File: src/hw/dso_pkg.sv
// Package for the decrement-skip / OR execution slice.
// Assumes a 12-bit instruction word and an 8-bit data path.
package dso_pkg;
  // ==========================================================
  // Widths
  localparam int DATA_W = 8;
  localparam int INSN_W = 12;
  localparam int FIDX_W = 5;
  // ==========================================================
  // Opcode patterns and field positions
  localparam logic [5:0] OPC_DEC_SKIP = 6'h0b;   // 0010 11
  localparam logic [5:0] OPC_OR_FILE = 6'h04;    // 0001 00
  localparam logic [3:0] OPC_OR_LIT = 4'hd;      // 1101
  localparam int OPC6_HI = 11;
  localparam int OPC6_LO = 6;
  localparam int OPC4_LO = 8;
  localparam int DEST_BIT = 5;
  localparam logic DEST_ACC = 1'b0;
  localparam logic [7:0] ACC_RESET = 8'h00;
  localparam logic FLAG_RESET = 1'b0;
  localparam logic [7:0] ONE = 8'h01;
  localparam logic [7:0] ZERO = 8'h00;

  // Decoded operation kinds
  typedef enum logic [1:0] {
    DSO_OP_NONE = 2'b00,
    DSO_OP_DEC_SKIP = 2'b01,
    DSO_OP_OR_LIT = 2'b10,
    DSO_OP_OR_FILE = 2'b11
  } dso_op_t;

  // Write-back request toward the register file
  typedef struct packed {
    logic en;
    logic [FIDX_W-1:0] idx;
    logic [DATA_W-1:0] data;
  } dso_fwr_t;
endpackage
File: src/hw/dso_exec.sv
// Execution slice for decrement-skip, OR-literal and OR-with-file.
// Assumes the register file reads combinationally via o_file_idx and
// that one instruction arrives per cycle, qualified by i_insn_valid.
// A write on o_file_wr may reach the file one edge late; it is forwarded.
// Skip is reported on o_skip_nop; fetch keeps its order and simply
// presents the next valid word, which this slice then discards.
//
// Overview of operation
// RULE1: Decode 0010 11df ffff; decrement file register, flags untouched.
// RULE2: Decrement result goes to accumulator if d=0, file if d=1.
// RULE3: Zero decrement result discards the prefetched next instruction.
// RULE4: Discarded slot runs as a no-op, making two cycles.
// RULE5: Decode 1101 kkkk kkkk; OR accumulator with 8-bit literal.
// RULE6: OR-literal writes accumulator only and updates zero flag.
// RULE7: Decode 0001 00df ffff; OR accumulator with file, d picks target.
// RULE8: Zero flag set when 8-bit result is zero, cleared otherwise.
module dso_exec
  import dso_pkg::*;
(
  input wire logic i_sys_clk,
  input wire logic i_rst,
  input wire logic i_insn_valid,
  input wire logic [INSN_W-1:0] i_insn,
  input wire logic [DATA_W-1:0] i_file_rdata,
  output logic [FIDX_W-1:0] o_file_idx,
  output dso_fwr_t o_file_wr,
  output logic [DATA_W-1:0] o_acc,
  output logic o_zero,
  output logic o_skip_nop
);
  // ==========================================================
  // Decode
  dso_op_t op;
  logic dest_file;
  logic [DATA_W-1:0] lit;
  logic [DATA_W-1:0] result;
  logic [DATA_W-1:0] file_val;
  logic [DATA_W-1:0] acc_reg;
  logic skip_reg;
  logic exec;

  // Index goes straight to the register file for a same-cycle read
  assign o_file_idx = i_insn[FIDX_W-1:0];
  assign dest_file = i_insn[DEST_BIT] != DEST_ACC;
  assign lit = i_insn[DATA_W-1:0];
  // A discarded slot executes nothing
  assign exec = i_insn_valid && !skip_reg;

  // File operand with bypass: o_file_wr lands in the file only at the
  // next edge, so a back-to-back read of that entry would see stale data;
  // the in-flight write wins over the file's own read data
  assign file_val = (o_file_wr.en && o_file_wr.idx == o_file_idx) ?
    o_file_wr.data : i_file_rdata;

  // Opcode match
  always_comb begin
    op = DSO_OP_NONE;
    // RULE1: decrement-skip pattern
    if (i_insn[OPC6_HI:OPC6_LO] == OPC_DEC_SKIP) begin
      op = DSO_OP_DEC_SKIP;
    // RULE7: OR-with-file pattern
    end else if (i_insn[OPC6_HI:OPC6_LO] == OPC_OR_FILE) begin
      op = DSO_OP_OR_FILE;
    // RULE5: OR-literal pattern
    end else if (i_insn[OPC6_HI:OPC4_LO] == OPC_OR_LIT) begin
      op = DSO_OP_OR_LIT;
    end
  end

  // ==========================================================
  // Datapath
  always_comb begin
    case (op)
      // RULE1: subtract one
      DSO_OP_DEC_SKIP: result = file_val - ONE;
      // RULE5: OR with literal
      DSO_OP_OR_LIT: result = acc_reg | lit;
      // RULE7: OR with file
      DSO_OP_OR_FILE: result = acc_reg | file_val;
      default: result = acc_reg;
    endcase
  end

  // ==========================================================
  // Accumulator
  // Decrement with d=0 lands here too; the zero flag is left alone
  always_ff @(posedge i_sys_clk) begin
    if (i_rst) begin
      acc_reg <= ACC_RESET;
    // RULE6: literal result into accumulator only
    end else if (exec && op == DSO_OP_OR_LIT) begin
      acc_reg <= result;
    // RULE2: d=0 sends result to accumulator
    end else if (exec && op != DSO_OP_NONE && !dest_file) begin
      acc_reg <= result;
    end
  end
  assign o_acc = acc_reg;

  // File write-back, registered so the port is a flip-flop
  always_ff @(posedge i_sys_clk) begin
    if (i_rst) begin
      o_file_wr <= '0;
    end else begin
      // RULE2: d=1 writes back to file; literal form never does
      o_file_wr.en <= exec && dest_file &&
        (op == DSO_OP_DEC_SKIP || op == DSO_OP_OR_FILE);
      o_file_wr.idx <= i_insn[FIDX_W-1:0];
      o_file_wr.data <= result;
    end
  end

  // Zero flag; decrement leaves it alone
  always_ff @(posedge i_sys_clk) begin
    if (i_rst) begin
      o_zero <= FLAG_RESET;
    // RULE8: flag tracks all-zero result
    end else if (exec && (op == DSO_OP_OR_LIT || op == DSO_OP_OR_FILE)) begin
      o_zero <= (result == ZERO);
    end
  end

  // ==========================================================
  // Skip: the next valid word is squashed into a no-op cycle
  // Idle cycles do not consume the skip: only a valid word does, so
  // a stalled fetch cannot let the discarded instruction slip through
  always_ff @(posedge i_sys_clk) begin
    if (i_rst) begin
      skip_reg <= FLAG_RESET;
    // RULE3: zero result arms discard
    end else if (exec && op == DSO_OP_DEC_SKIP) begin
      skip_reg <= (result == ZERO);
    // RULE4: no-op slot consumes the prefetched word
    end else if (i_insn_valid) begin
      skip_reg <= 1'b0;
    end
  end
  assign o_skip_nop = skip_reg;

  // ==========================================================
  // Checks
  // Each property looks one cycle after the taken edge, where the
  // registered results stand; file operands use the forwarded value.
  // RULE3: zero decrement arms skip
  AST_SKIP_ARM: assert property ( // RULE3
    @(posedge i_sys_clk) disable iff (i_rst)
    (exec && op == DSO_OP_DEC_SKIP && file_val == ONE) |=> o_skip_nop)
    else $error("zero decrement did not arm skip");
  // RULE3: nonzero decrement no skip
  AST_SKIP_NONE: assert property ( // RULE3
    @(posedge i_sys_clk) disable iff (i_rst)
    (exec && op == DSO_OP_DEC_SKIP && file_val != ONE) |=> !o_skip_nop)
    else $error("nonzero decrement armed skip");
  // RULE4: squashed slot inert
  AST_NOP_SLOT: assert property ( // RULE4
    @(posedge i_sys_clk) disable iff (i_rst)
    (o_skip_nop && i_insn_valid) |=>
    ($stable(o_acc) && $stable(o_zero) && !o_file_wr.en))
    else $error("discarded slot had an effect");
  // RULE4: squashed slot ends skip
  AST_NOP_DONE: assert property ( // RULE4
    @(posedge i_sys_clk) disable iff (i_rst)
    (o_skip_nop && i_insn_valid) |=> !o_skip_nop)
    else $error("skip outlived the discarded slot");
  // RULE4: skip waits for word
  AST_SKIP_HOLD: assert property ( // RULE4
    @(posedge i_sys_clk) disable iff (i_rst)
    (o_skip_nop && !i_insn_valid) |=> o_skip_nop)
    else $error("skip dropped without a discarded word");
  // RULE1: decrement keeps zero flag
  AST_DEC_NOFLAG: assert property ( // RULE1
    @(posedge i_sys_clk) disable iff (i_rst)
    (exec && op == DSO_OP_DEC_SKIP) |=> $stable(o_zero))
    else $error("decrement altered zero flag");
  // RULE2: decrement to file
  AST_DEC_FILE: assert property ( // RULE2
    @(posedge i_sys_clk) disable iff (i_rst)
    (exec && op == DSO_OP_DEC_SKIP && dest_file) |=>
    (o_file_wr.en && o_file_wr.idx == $past(o_file_idx) &&
    o_file_wr.data == $past(file_val) - ONE))
    else $error("decrement write-back wrong");
  // RULE2: decrement to accumulator
  AST_DEC_ACC: assert property ( // RULE2
    @(posedge i_sys_clk) disable iff (i_rst)
    (exec && op == DSO_OP_DEC_SKIP && !dest_file) |=>
    (o_acc == $past(file_val) - ONE && !o_file_wr.en))
    else $error("decrement to accumulator wrong");
  // RULE5: literal OR result
  AST_OR_LIT: assert property ( // RULE5
    @(posedge i_sys_clk) disable iff (i_rst)
    (exec && op == DSO_OP_OR_LIT) |=>
    (o_acc == ($past(o_acc) | $past(lit))))
    else $error("literal OR wrong");
  // RULE6: literal OR never writes file
  AST_OR_LIT_NOFILE: assert property ( // RULE6
    @(posedge i_sys_clk) disable iff (i_rst)
    (exec && op == DSO_OP_OR_LIT) |=> !o_file_wr.en)
    else $error("literal OR wrote file");
  // RULE8: zero flag after literal
  AST_ZERO_LIT: assert property ( // RULE8
    @(posedge i_sys_clk) disable iff (i_rst)
    (exec && op == DSO_OP_OR_LIT) |=>
    (o_zero == (($past(o_acc) | $past(lit)) == ZERO)))
    else $error("zero flag wrong after literal OR");
  // RULE7: OR with file to accumulator
  AST_OR_FILE: assert property ( // RULE7
    @(posedge i_sys_clk) disable iff (i_rst)
    (exec && op == DSO_OP_OR_FILE && !dest_file) |=>
    (o_acc == ($past(o_acc) | $past(file_val)) && !o_file_wr.en))
    else $error("file OR wrong");
  // RULE7: OR with file to file
  AST_OR_FILE_WR: assert property ( // RULE7
    @(posedge i_sys_clk) disable iff (i_rst)
    (exec && op == DSO_OP_OR_FILE && dest_file) |=>
    (o_file_wr.en && $stable(o_acc) &&
    o_file_wr.data == ($past(o_acc) | $past(file_val))))
    else $error("file OR write-back wrong");
  // RULE8: zero flag follows OR result
  AST_ZERO: assert property ( // RULE8
    @(posedge i_sys_clk) disable iff (i_rst)
    (exec && op == DSO_OP_OR_FILE) |=>
    (o_zero == (($past(o_acc) | $past(file_val)) == ZERO)))
    else $error("zero flag wrong");
endmodule

File: config.mk
export PLATFORM = sky130hd
export DESIGN_NAME = dso_exec
export DESIGN_NICKNAME = d
export VERILOG_FILES = /design/src/hw/dso_pkg.sv /design/src/hw/dso_exec.sv
export SDC_FILE = /design/constraint.sdc
export NUM_CORES = 1
export LEC_CHECK = 0
export BUFFER_PORTS_ARGS = -buffer_cell sky130_fd_sc_hd__buf_4
export CAP_MARGIN = 20
export CORE_MARGIN = 1
export CORE_UTILIZATION = 50
export DETAILED_ROUTE_END_ITERATION = 8
export PLACE_DENSITY = 0.8
export REMOVE_ABC_BUFFERS = 1
export SETUP_SLACK_MARGIN = 0.02
export SYNTH_ARGS = -nofsm -noshare
export SYNTH_HDL_FRONTEND = slang
export SYNTH_SLANG_ARGS = --single-unit
export TNS_END_PERCENT = 5
File: constraint.sdc
create_clock -name i_sys_clk -period 3.8 [get_ports i_sys_clk]
set_clock_uncertainty 0.1 [all_clocks]
set_input_delay 0.38 -clock i_sys_clk [delete_from_list [all_inputs] [get_ports i_sys_clk]]
set_output_delay 0.38 -clock i_sys_clk [all_outputs]
set_load 0.005 [all_outputs]
==> Word-level counts from Yosys, hierarchy flattened <==
Index checks and enable logic that the tools add are counted.
{ "op_classes": {"n_addsub": 1, "eq_ne": 7, "n_mux": 9, "n_bitwise": 2, "n_reduce_logical": 17} }
{ "ops": {"columns": ["cell", "count"], "rows": [
  ["$mux W8", 3],
  ["$pmux W8 S3", 1],
  ["$or A8 B8 Y8", 2],
  ["$logic_and A1 B1 Y1", 9],
  ["$logic_not A8 Y1", 1],
  ["$sub A8 B1 Y8 const B", 1],
  ["$eq A6 B3 Y1 const B", 1],
  ["$eq A6 B4 Y1 const B", 1],
  ["$mux W2", 3],
  ["$reduce_bool A2 Y1", 3],
  ["$eq A5 B5 Y1", 1],
  ["$eq A2 B2 Y1 const B", 2],
  ["$eq A4 B4 Y1 const B", 1],
  ["$eq A2 B1 Y1 const B", 1],
  ["$logic_not A1 Y1", 2],
  ["$logic_or A1 B1 Y1", 2],
  ["$mux W1", 2]
]} }
{ "word_totals": {"ff_bits": 24, "in_bits": 23, "out_inout_bits": 29, "wordCells": 42} }

==> Logic depth before layout (Yosys ltp) <==
Gate-level depths: netlist of the first run.
{ "logic_depth": {"depth_word": 9, "ltp_mapped": 13} }

==> Least setup slack after synthesis of the first run <==
OpenSTA, ideal clock, no wires.
{ "synth_path": {"kind": "input -> register", "start": "input port i_insn[1]", "end": "register skip_reg (netlist: o_skip_nop)", "setup_ps": 69, "arrival_time_ps": 2941, "required_ps": 3631, "slack_ps": 690, "path_stages": 13, "n_path_buf": 1, "cell_sequence": "xnor2_1 -> nand4_2 -> nor2_4 -> buf_2 -> mux2i_1 -> ha_1 -> nor3b_1 -> xnor2_1 -> o21ai_0 -> a21oi_1 -> a31oi_1 -> or4_1 -> o21ai_1"} }
{ "synth_between": {"elab_chain_len": 7, "elab_cells_between_ends": 9} }
{ "synth_rtl": {"columns": ["item", "line", "source"], "rows": [
  ["start, declared", "dso_exec.sv:23", "input wire logic [INSN_W-1:0] i_insn,"],
  ["$eq A5 B5 Y1", "dso_exec.sv:52", "assign file_val = (o_file_wr.en && o_file_wr.idx == o_file_idx) ?"],
  ["$logic_and A1 B1 Y1", "dso_exec.sv:52", null],
  ["$mux W8", "dso_exec.sv:52", null],
  ["$sub A8 B1 Y8 or $or A8 B8 Y8 (tied branches)", "dso_exec.sv:75, dso_exec.sv:79", null],
  ["$pmux W8 S3 (*)", "dso_exec.sv:73", "case (op)"],
  ["$logic_not A8 Y1 (*)", "dso_exec.sv:132", "skip_reg <= (result == ZERO);"],
  ["$mux W1 (*)", "dso_exec.sv:131", "end else if (exec && op == DSO_OP_DEC_SKIP) begin"],
  ["end signal, assigned", "dso_exec.sv:132", null],
  ["end, declared", "dso_exec.sv:39", "logic skip_reg;"]
]} }
Mark *: on every way between the ends. The rest lies on a longest branch, timed or not.
A chain may end at the register's enable or synchronous reset.

==> Final worst setup path of the first run <==
{ "layout_path": {"start": "register o_file_wr[12] (netlist name)", "end": "register skip_reg (netlist: o_skip_nop)"} }
{ "layout_between": {"elab_chain_len": 7, "elab_cells_between_ends": 8} }
{ "layout_rtl": {"columns": ["item", "line", "source"], "rows": [
  ["start, declared", "dso_exec.sv:26", "output dso_fwr_t o_file_wr,"],
  ["$eq A5 B5 Y1 (*)", "dso_exec.sv:52", null],
  ["$logic_and A1 B1 Y1 (*)", "dso_exec.sv:52", null],
  ["$mux W8 (*)", "dso_exec.sv:52", null],
  ["$sub A8 B1 Y8 or $or A8 B8 Y8 (tied branches)", "dso_exec.sv:75, dso_exec.sv:79", null],
  ["$pmux W8 S3 (*)", "dso_exec.sv:73", null],
  ["$logic_not A8 Y1 (*)", "dso_exec.sv:132", null],
  ["$mux W1 (*)", "dso_exec.sv:131", null]
]} }
Marks and branches as above.

==> results of run 1 <==
-- flip-flops by register name, summed over array words and instances, names as in the netlist --
| name | cells |
|---|---|
| o_file_wr | 14 |
| o_acc | 8 |
| o_skip_nop | 1 |
| o_zero | 1 |
-- metrics by stage --
stage          power, W   util  hold WS [ns]  std cells
6_report       0.000580  0.669         0.199        283
5_1_grt        0.000603  0.669         0.203        283
4_1_cts        0.000580  0.669         0.199        283
3_5_place_dp   0.000391  0.652         0.358        279
3_3_place_gp   0.000390  0.652         0.365        279
2_1_floorplan  0.000330      -         0.349        181
-- synth_stat cells (5+ instances only) --
master | number | area, µm²
nor2b_1 | 6 | 37.5
buf_4 | 5 | 37.5
a21oi_1 | 10 | 50.1
dfxtp_1 | 24 | 480
clkbuf_1 | 5 | 18.8
nor2_1 | 18 | 67.6
a211oi_1 | 8 | 60.1
nor4_1 | 5 | 31.3
xnor2_1 | 11 | 96.3
mux2i_1 | 7 | 70.1
nand2_1 | 14 | 52.6
nor3_1 | 9 | 45.0
nand3_1 | 5 | 25.0
-- routing by layer --
layer / track usage / wire length, µm
met1: 0.400 / 2070
met2: 0.479 / 2150
met3: 0.0286 / 396
met4: 0.0510 / 43
met5: 0 / 0
-- cell families (layout without fill, tap and decap cells) --
kind of cell | count (synthesis) | after routing | share of synthesized area
AOI/OAI and AO/OA | 51 | 51 | 0.235
and+or+nand+nor | 81 | 81 | 0.273
buffers and inverters | 15 | 59 | 0.0536
DFF | 24 | 24 | 0.298
muxes | 8 | 8 | 0.0505
xor gates and xnor gates | 15 | 15 | 0.0815
adders and majority gates | 1 | 1 | 0.00776
-- worst register-to-register path, stage by stage, from the launching register on --
cell,delay [ns]
dfxtp_1,0.35
xnor2_1,0.22
nand4_2,0.23
o21ai_1,0.24
a21boi_1,0.28
ha_1,0.32
nor3b_1,0.26
xnor2_1,0.14
o21ai_0,0.11
a21oi_1,0.21
a31oi_1,0.09
or4_1,0.54
o21ai_1,0.13
-- cell type report --
class	count	area, µm²
tap	44	55.1
sequential	24	480
clock buffer	3	22.5
multi-input combinational	156	1040
timing repair buffer	54	405
fill	295	1010
inverter	1	3.75
clock inverter	1	30.0
-- power breakdown --
part / total, W / switching, W / internal (W)
Sequential: 0.000269 / 0.00000918 / 0.000260
Clock: 0.000193 / 0.0000863 / 0.000107
Combinational: 0.000118 / 0.0000587 / 0.0000596
-- worst paths after layout --
| check | start | to | slack, ns | cells past startpoint |
|---|---|---|---|---|
| worst max-delay path | o_file_wr[12] | o_skip_nop | 0.53 | 12 |
| worst min-delay path | i_insn[2] | o_file_wr[10] | 0.20 | 2 |
| worst max register to register | o_file_wr[12] | o_skip_nop | 0.53 | 12 |
| worst min register to register | o_skip_nop | o_skip_nop | 0.39 | 2 |
==> impl_metrics.tcl, run 1 <==
set metrics [dict create \
    max-clock-path-buffers 2 \
    layout_setup_ws_ns 0.528 \
    die_area_um2 3450 \
    endpoint_kind "register" \
    pwr_density_cell_nw_per_um2 284 \
    via_count 1679 \
    crit_slowest_cell "or4_1" \
    slowest_delay_ns 0.54 \
    crit_arrival_ns 3.44 \
    clock_latency_ns 0.32 \
    grt_max_degree 22 \
    tightest_slew_ns 0.579 \
    cts_buffers 3 \
    crit_required_ns 3.96 \
    initial_core_util 0.528 \
    critPathTopFamily "compound AO/OA/AOI/OAI gates" \
    synthDistinctLibCells 53 \
    pin_count 52 \
    diodes 0 \
    place_ws_ns 0.397 \
    cts_resized 0 \
    avgSynthCellArea_um2 8.26 \
    post-route-period-util 0.861 \
    tritoncts "yes" \
    num_rows 20 \
    slew_headroom 0.604 \
    worstPathCellList "xnor2_1 -> nand4_2 -> o21ai_1 -> a21boi_1 -> ha_1 -> nor3b_1 -> xnor2_1 -> o21ai_0 -> a21oi_1 -> a31oi_1 -> or4_1 -> o21ai_1" \
    via_per_inst 5.93 \
    hold_path.class "in -> reg" \
    dr.pass1.iters 4 \
    grt_pass1_wl_um 7490 \
    ant_nets 0 \
    ys_seq_area_frac 0.298 \
    fin_setup_tns_ns 0 \
    cp_num_buf_inv 0 \
    hold_viol 0 \
    nNetsFinal 264 \
    ctsHoldBuffers 0 \
    crit_fanout 8 \
    synth_ff_type "dfxtp_1" \
    ir_drop_uv 134 \
    hpwl_um 3480 \
    setup_viol 0 \
    postPlaceCellArea_um2 1990 \
    synthArstFlopShare 0 \
    antenna_found_initial 0 \
    synth_edf_count 0 \
    layout.cells.most_common "buf_4" \
    period_needed_ns 3.27 \
    postCtsSetupBuffers 0 \
    cp-start-kind "register" \
    synth_cells 195 \
    slew_violations 0 \
    grt-ovfl-total 0 \
    grt_use_total 0.285 \
    ys_warn_count 0 \
    place_congestion 0.894 \
    drc_errors 0 \
    rsz0062_at_grt "no" \
    cts_root_buf "clkbuf_4" \
    first_global_vias 1549 \
    h-tree-depth 1 \
    clk_pin_slew_ns 0.15 \
    core_area_um2 3050 \
    mostFrequentLayoutCells "buf_4, dfxtp_1, nor2_1" \
    status "complete, no violations" \
    synth-seq-cells 24 \
    die_y_um 58.8 \
    finalInstanceArea_um2 2040 \
    cts.sinks 24 \
    wire_per_inst_um 16.5 \
    drt_iter0_markers 78 \
    leakage_nw 0.810 \
    crit_type "reg -> reg" \
    drive_gt1_frac 0.280 \
    mappedNetlistArea_um2 1610 \
    die_w_um 58.8 \
    wirelength_um 4660 \
    areaGrowthSynthToFinish_pct 26.7 \
    clock.fmax_mhz 306 \
    io_buffers 51 \
    drv_cap 0 \
]
No activity file was read; power rests on OpenSTA's default activity.
==> inputs of run 2 (changes only) <==
- CORE_UTILIZATION: 50 -> 28
- PLACE_DENSITY: 0.8 -> 0.5
==> run 2 against run 1 <==
Flip-flop and latch count unchanged. Non-clock buffer count increased by 1. First-iteration DRC count increased by 36%. Worst hold slack gained 0.064 ns. Routed wire length increased by 7.9%. Count of clock-buffer cells in the layout up 1. Register-to-register slack lost 0.02 ns. Global-route usage fell by 11 points. Combinational power about the same. Setup slack worse by 0.017 ns. Critical endpoint unchanged. Largest power group unchanged.
==> impl_metrics.tcl, run 2 (synthesis gave the netlist of run 1 again) <==
set metrics [dict create \
    pwr-share-seq 0.475 \
    slew_violations 0 \
    wirelength_um 5030 \
    crit_slowest_cell "or4_1" \
    slowest_delay_ns 0.53 \
    cts.sinks 24 \
    clock_latency_ns 0.27 \
    cp-start-kind "register" \
    slew_headroom 0.600 \
    crit_arrival_ns 3.40 \
    die_area_um2 6060 \
    clk_pin_slew_ns 0.09 \
    areaGrowthSynthToFinish_pct 29.5 \
    place_congestion 0.903 \
    die_y_um 77.9 \
    worstPathCellList "xnor2_1 -> nand4_2 -> o21ai_1 -> a21boi_1 -> ha_1 -> nor3b_1 -> xnor2_1 -> nand3_1 -> a21oi_1 -> a31oi_1 -> or4_1 -> o21ai_1" \
    hold_path.class "in -> reg" \
    hpwl_um 3820 \
    post-route-period-util 0.865 \
    p_sw_w 0.000154 \
    cellInternalPower_w 0.000412 \
    h-tree-depth 1 \
    core_area_um2 5540 \
    post-route-util 0.377 \
    endpoint_kind "register" \
    largest-register "o_file_wr" \
    cts_root_buf "clkbuf_8" \
    ant_nets 0 \
    drc_errors 0 \
    fin_setup_tns_ns 0 \
    pin_count 52 \
    grt_pass1_wl_um 8080 \
    diodes 0 \
    grt-ovfl-total 0 \
    die_w_um 77.9 \
    largest_reg_flops 14 \
    cts_buffers 3 \
    crit_type "reg -> reg" \
    tritoncts "yes" \
    drt_iter0_markers 106 \
    p_sw_frac 0.272 \
    share_comb_of_total_power 0.211 \
    status "complete, no violations" \
    first_global_vias 1495 \
    num_rows 27 \
    dr.pass1.iters 4 \
    leakage_nw 0.816 \
    cts_resized 0 \
    postCtsSetupBuffers 0 \
    clock.fmax_mhz 304 \
    grt_max_degree 22 \
    drive_gt1_frac 0.283 \
    layout.cells.most_common "buf_4" \
    via_count 1622 \
    wire_per_inst_um 16.1 \
    setup_viol 0 \
    crit_required_ns 3.91 \
    pwr_density_cell_nw_per_um2 271 \
    initial_core_util 0.291 \
    ir_drop_uv 153 \
    ctsHoldBuffers 0 \
    antenna_found_initial 0 \
    grt_use_total 0.171 \
    crit_fanout 8 \
    mostFrequentLayoutCells "buf_4, dfxtp_1, nor2_1" \
    hold_viol 0 \
    via_per_inst 5.20 \
    clkPwrFrac 0.314 \
    nNetsFinal 265 \
    drv_cap 0 \
    tightest_slew_ns 0.600 \
    io_buffers 51 \
    max-clock-path-buffers 2 \
    period_needed_ns 3.29 \
    rsz0062_at_grt "no" \
]
## run 2: cell types whose count changed in the layout (fill, tap and decap cells not counted), sizes merged
cell	before	now
buf	54	55
clkbuf	3	4
bufinv	1	0
## run 2: layer usage
metal	track usage	vias to the layer above	share of wire
met5	0	-	0
met4	0.0434	0	0.0080
met3	0.0341	6	0.074
met2	0.237	64	0.42
met1	0.263	736	0.50
li1	-	816	-
## run 2: metrics by stage
step | worst slack, ns | hold WS, ns | area (µm²) | cells | total power (W)
2_1_floorplan | 0.755 | 0.349 | 1530 | 181 | 0.000330
3_3_place_gp | 0.397 | 0.369 | 2030 | 308 | 0.000394
3_5_place_dp | 0.330 | 0.362 | 2030 | 308 | 0.000393
4_1_cts | 0.530 | 0.260 | 2090 | 312 | 0.000571
5_1_grt | 0.218 | 0.267 | 2090 | 312 | 0.000598
6_report | 0.511 | 0.263 | 2090 | 312 | 0.000566
## run 2: area by class of cell
type / count / area, µm²
Clock buffer: 4 / 55.1
Fill cell: 606 / 3450
Inverter: 1 / 3.75
Multi-Input combinational cell: 156 / 1040
Sequential cell: 24 / 480
Tap cell: 72 / 90.1
Timing Repair Buffer: 55 / 413
## run 2: power by group through the flow
stage               combinational (W)  sequential (W)  clock, W
detailed placement           0.000119        0.000275         0
global placement             0.000119        0.000275         0
CTS                          0.000120        0.000269  0.000183
global route                 0.000132        0.000270  0.000196
finish                       0.000119        0.000269  0.000178
floorplan                   0.0000564        0.000273         0
## run 2: worst paths after layout
check	startpoint	end	slack [ns]	depth (start not counted)
worst max-delay path	o_file_wr[12]	o_skip_nop	0.51	12
worst min-delay path	i_insn[0]	o_file_wr[8]	0.26	2
worst max register to register	o_file_wr[12]	o_skip_nop	0.51	12
worst min register to register	o_skip_nop	o_skip_nop	0.38	2
## run 2: worst max-delay path, delay by kind of cell (launching register included)
kind / cells / cell delay (ns)
xor+xnor: 2 / 0.40
compound gates: 5 / 0.92
fa+ha+maj: 1 / 0.32
simple gates: 4 / 1.16
flops: 1 / 0.33
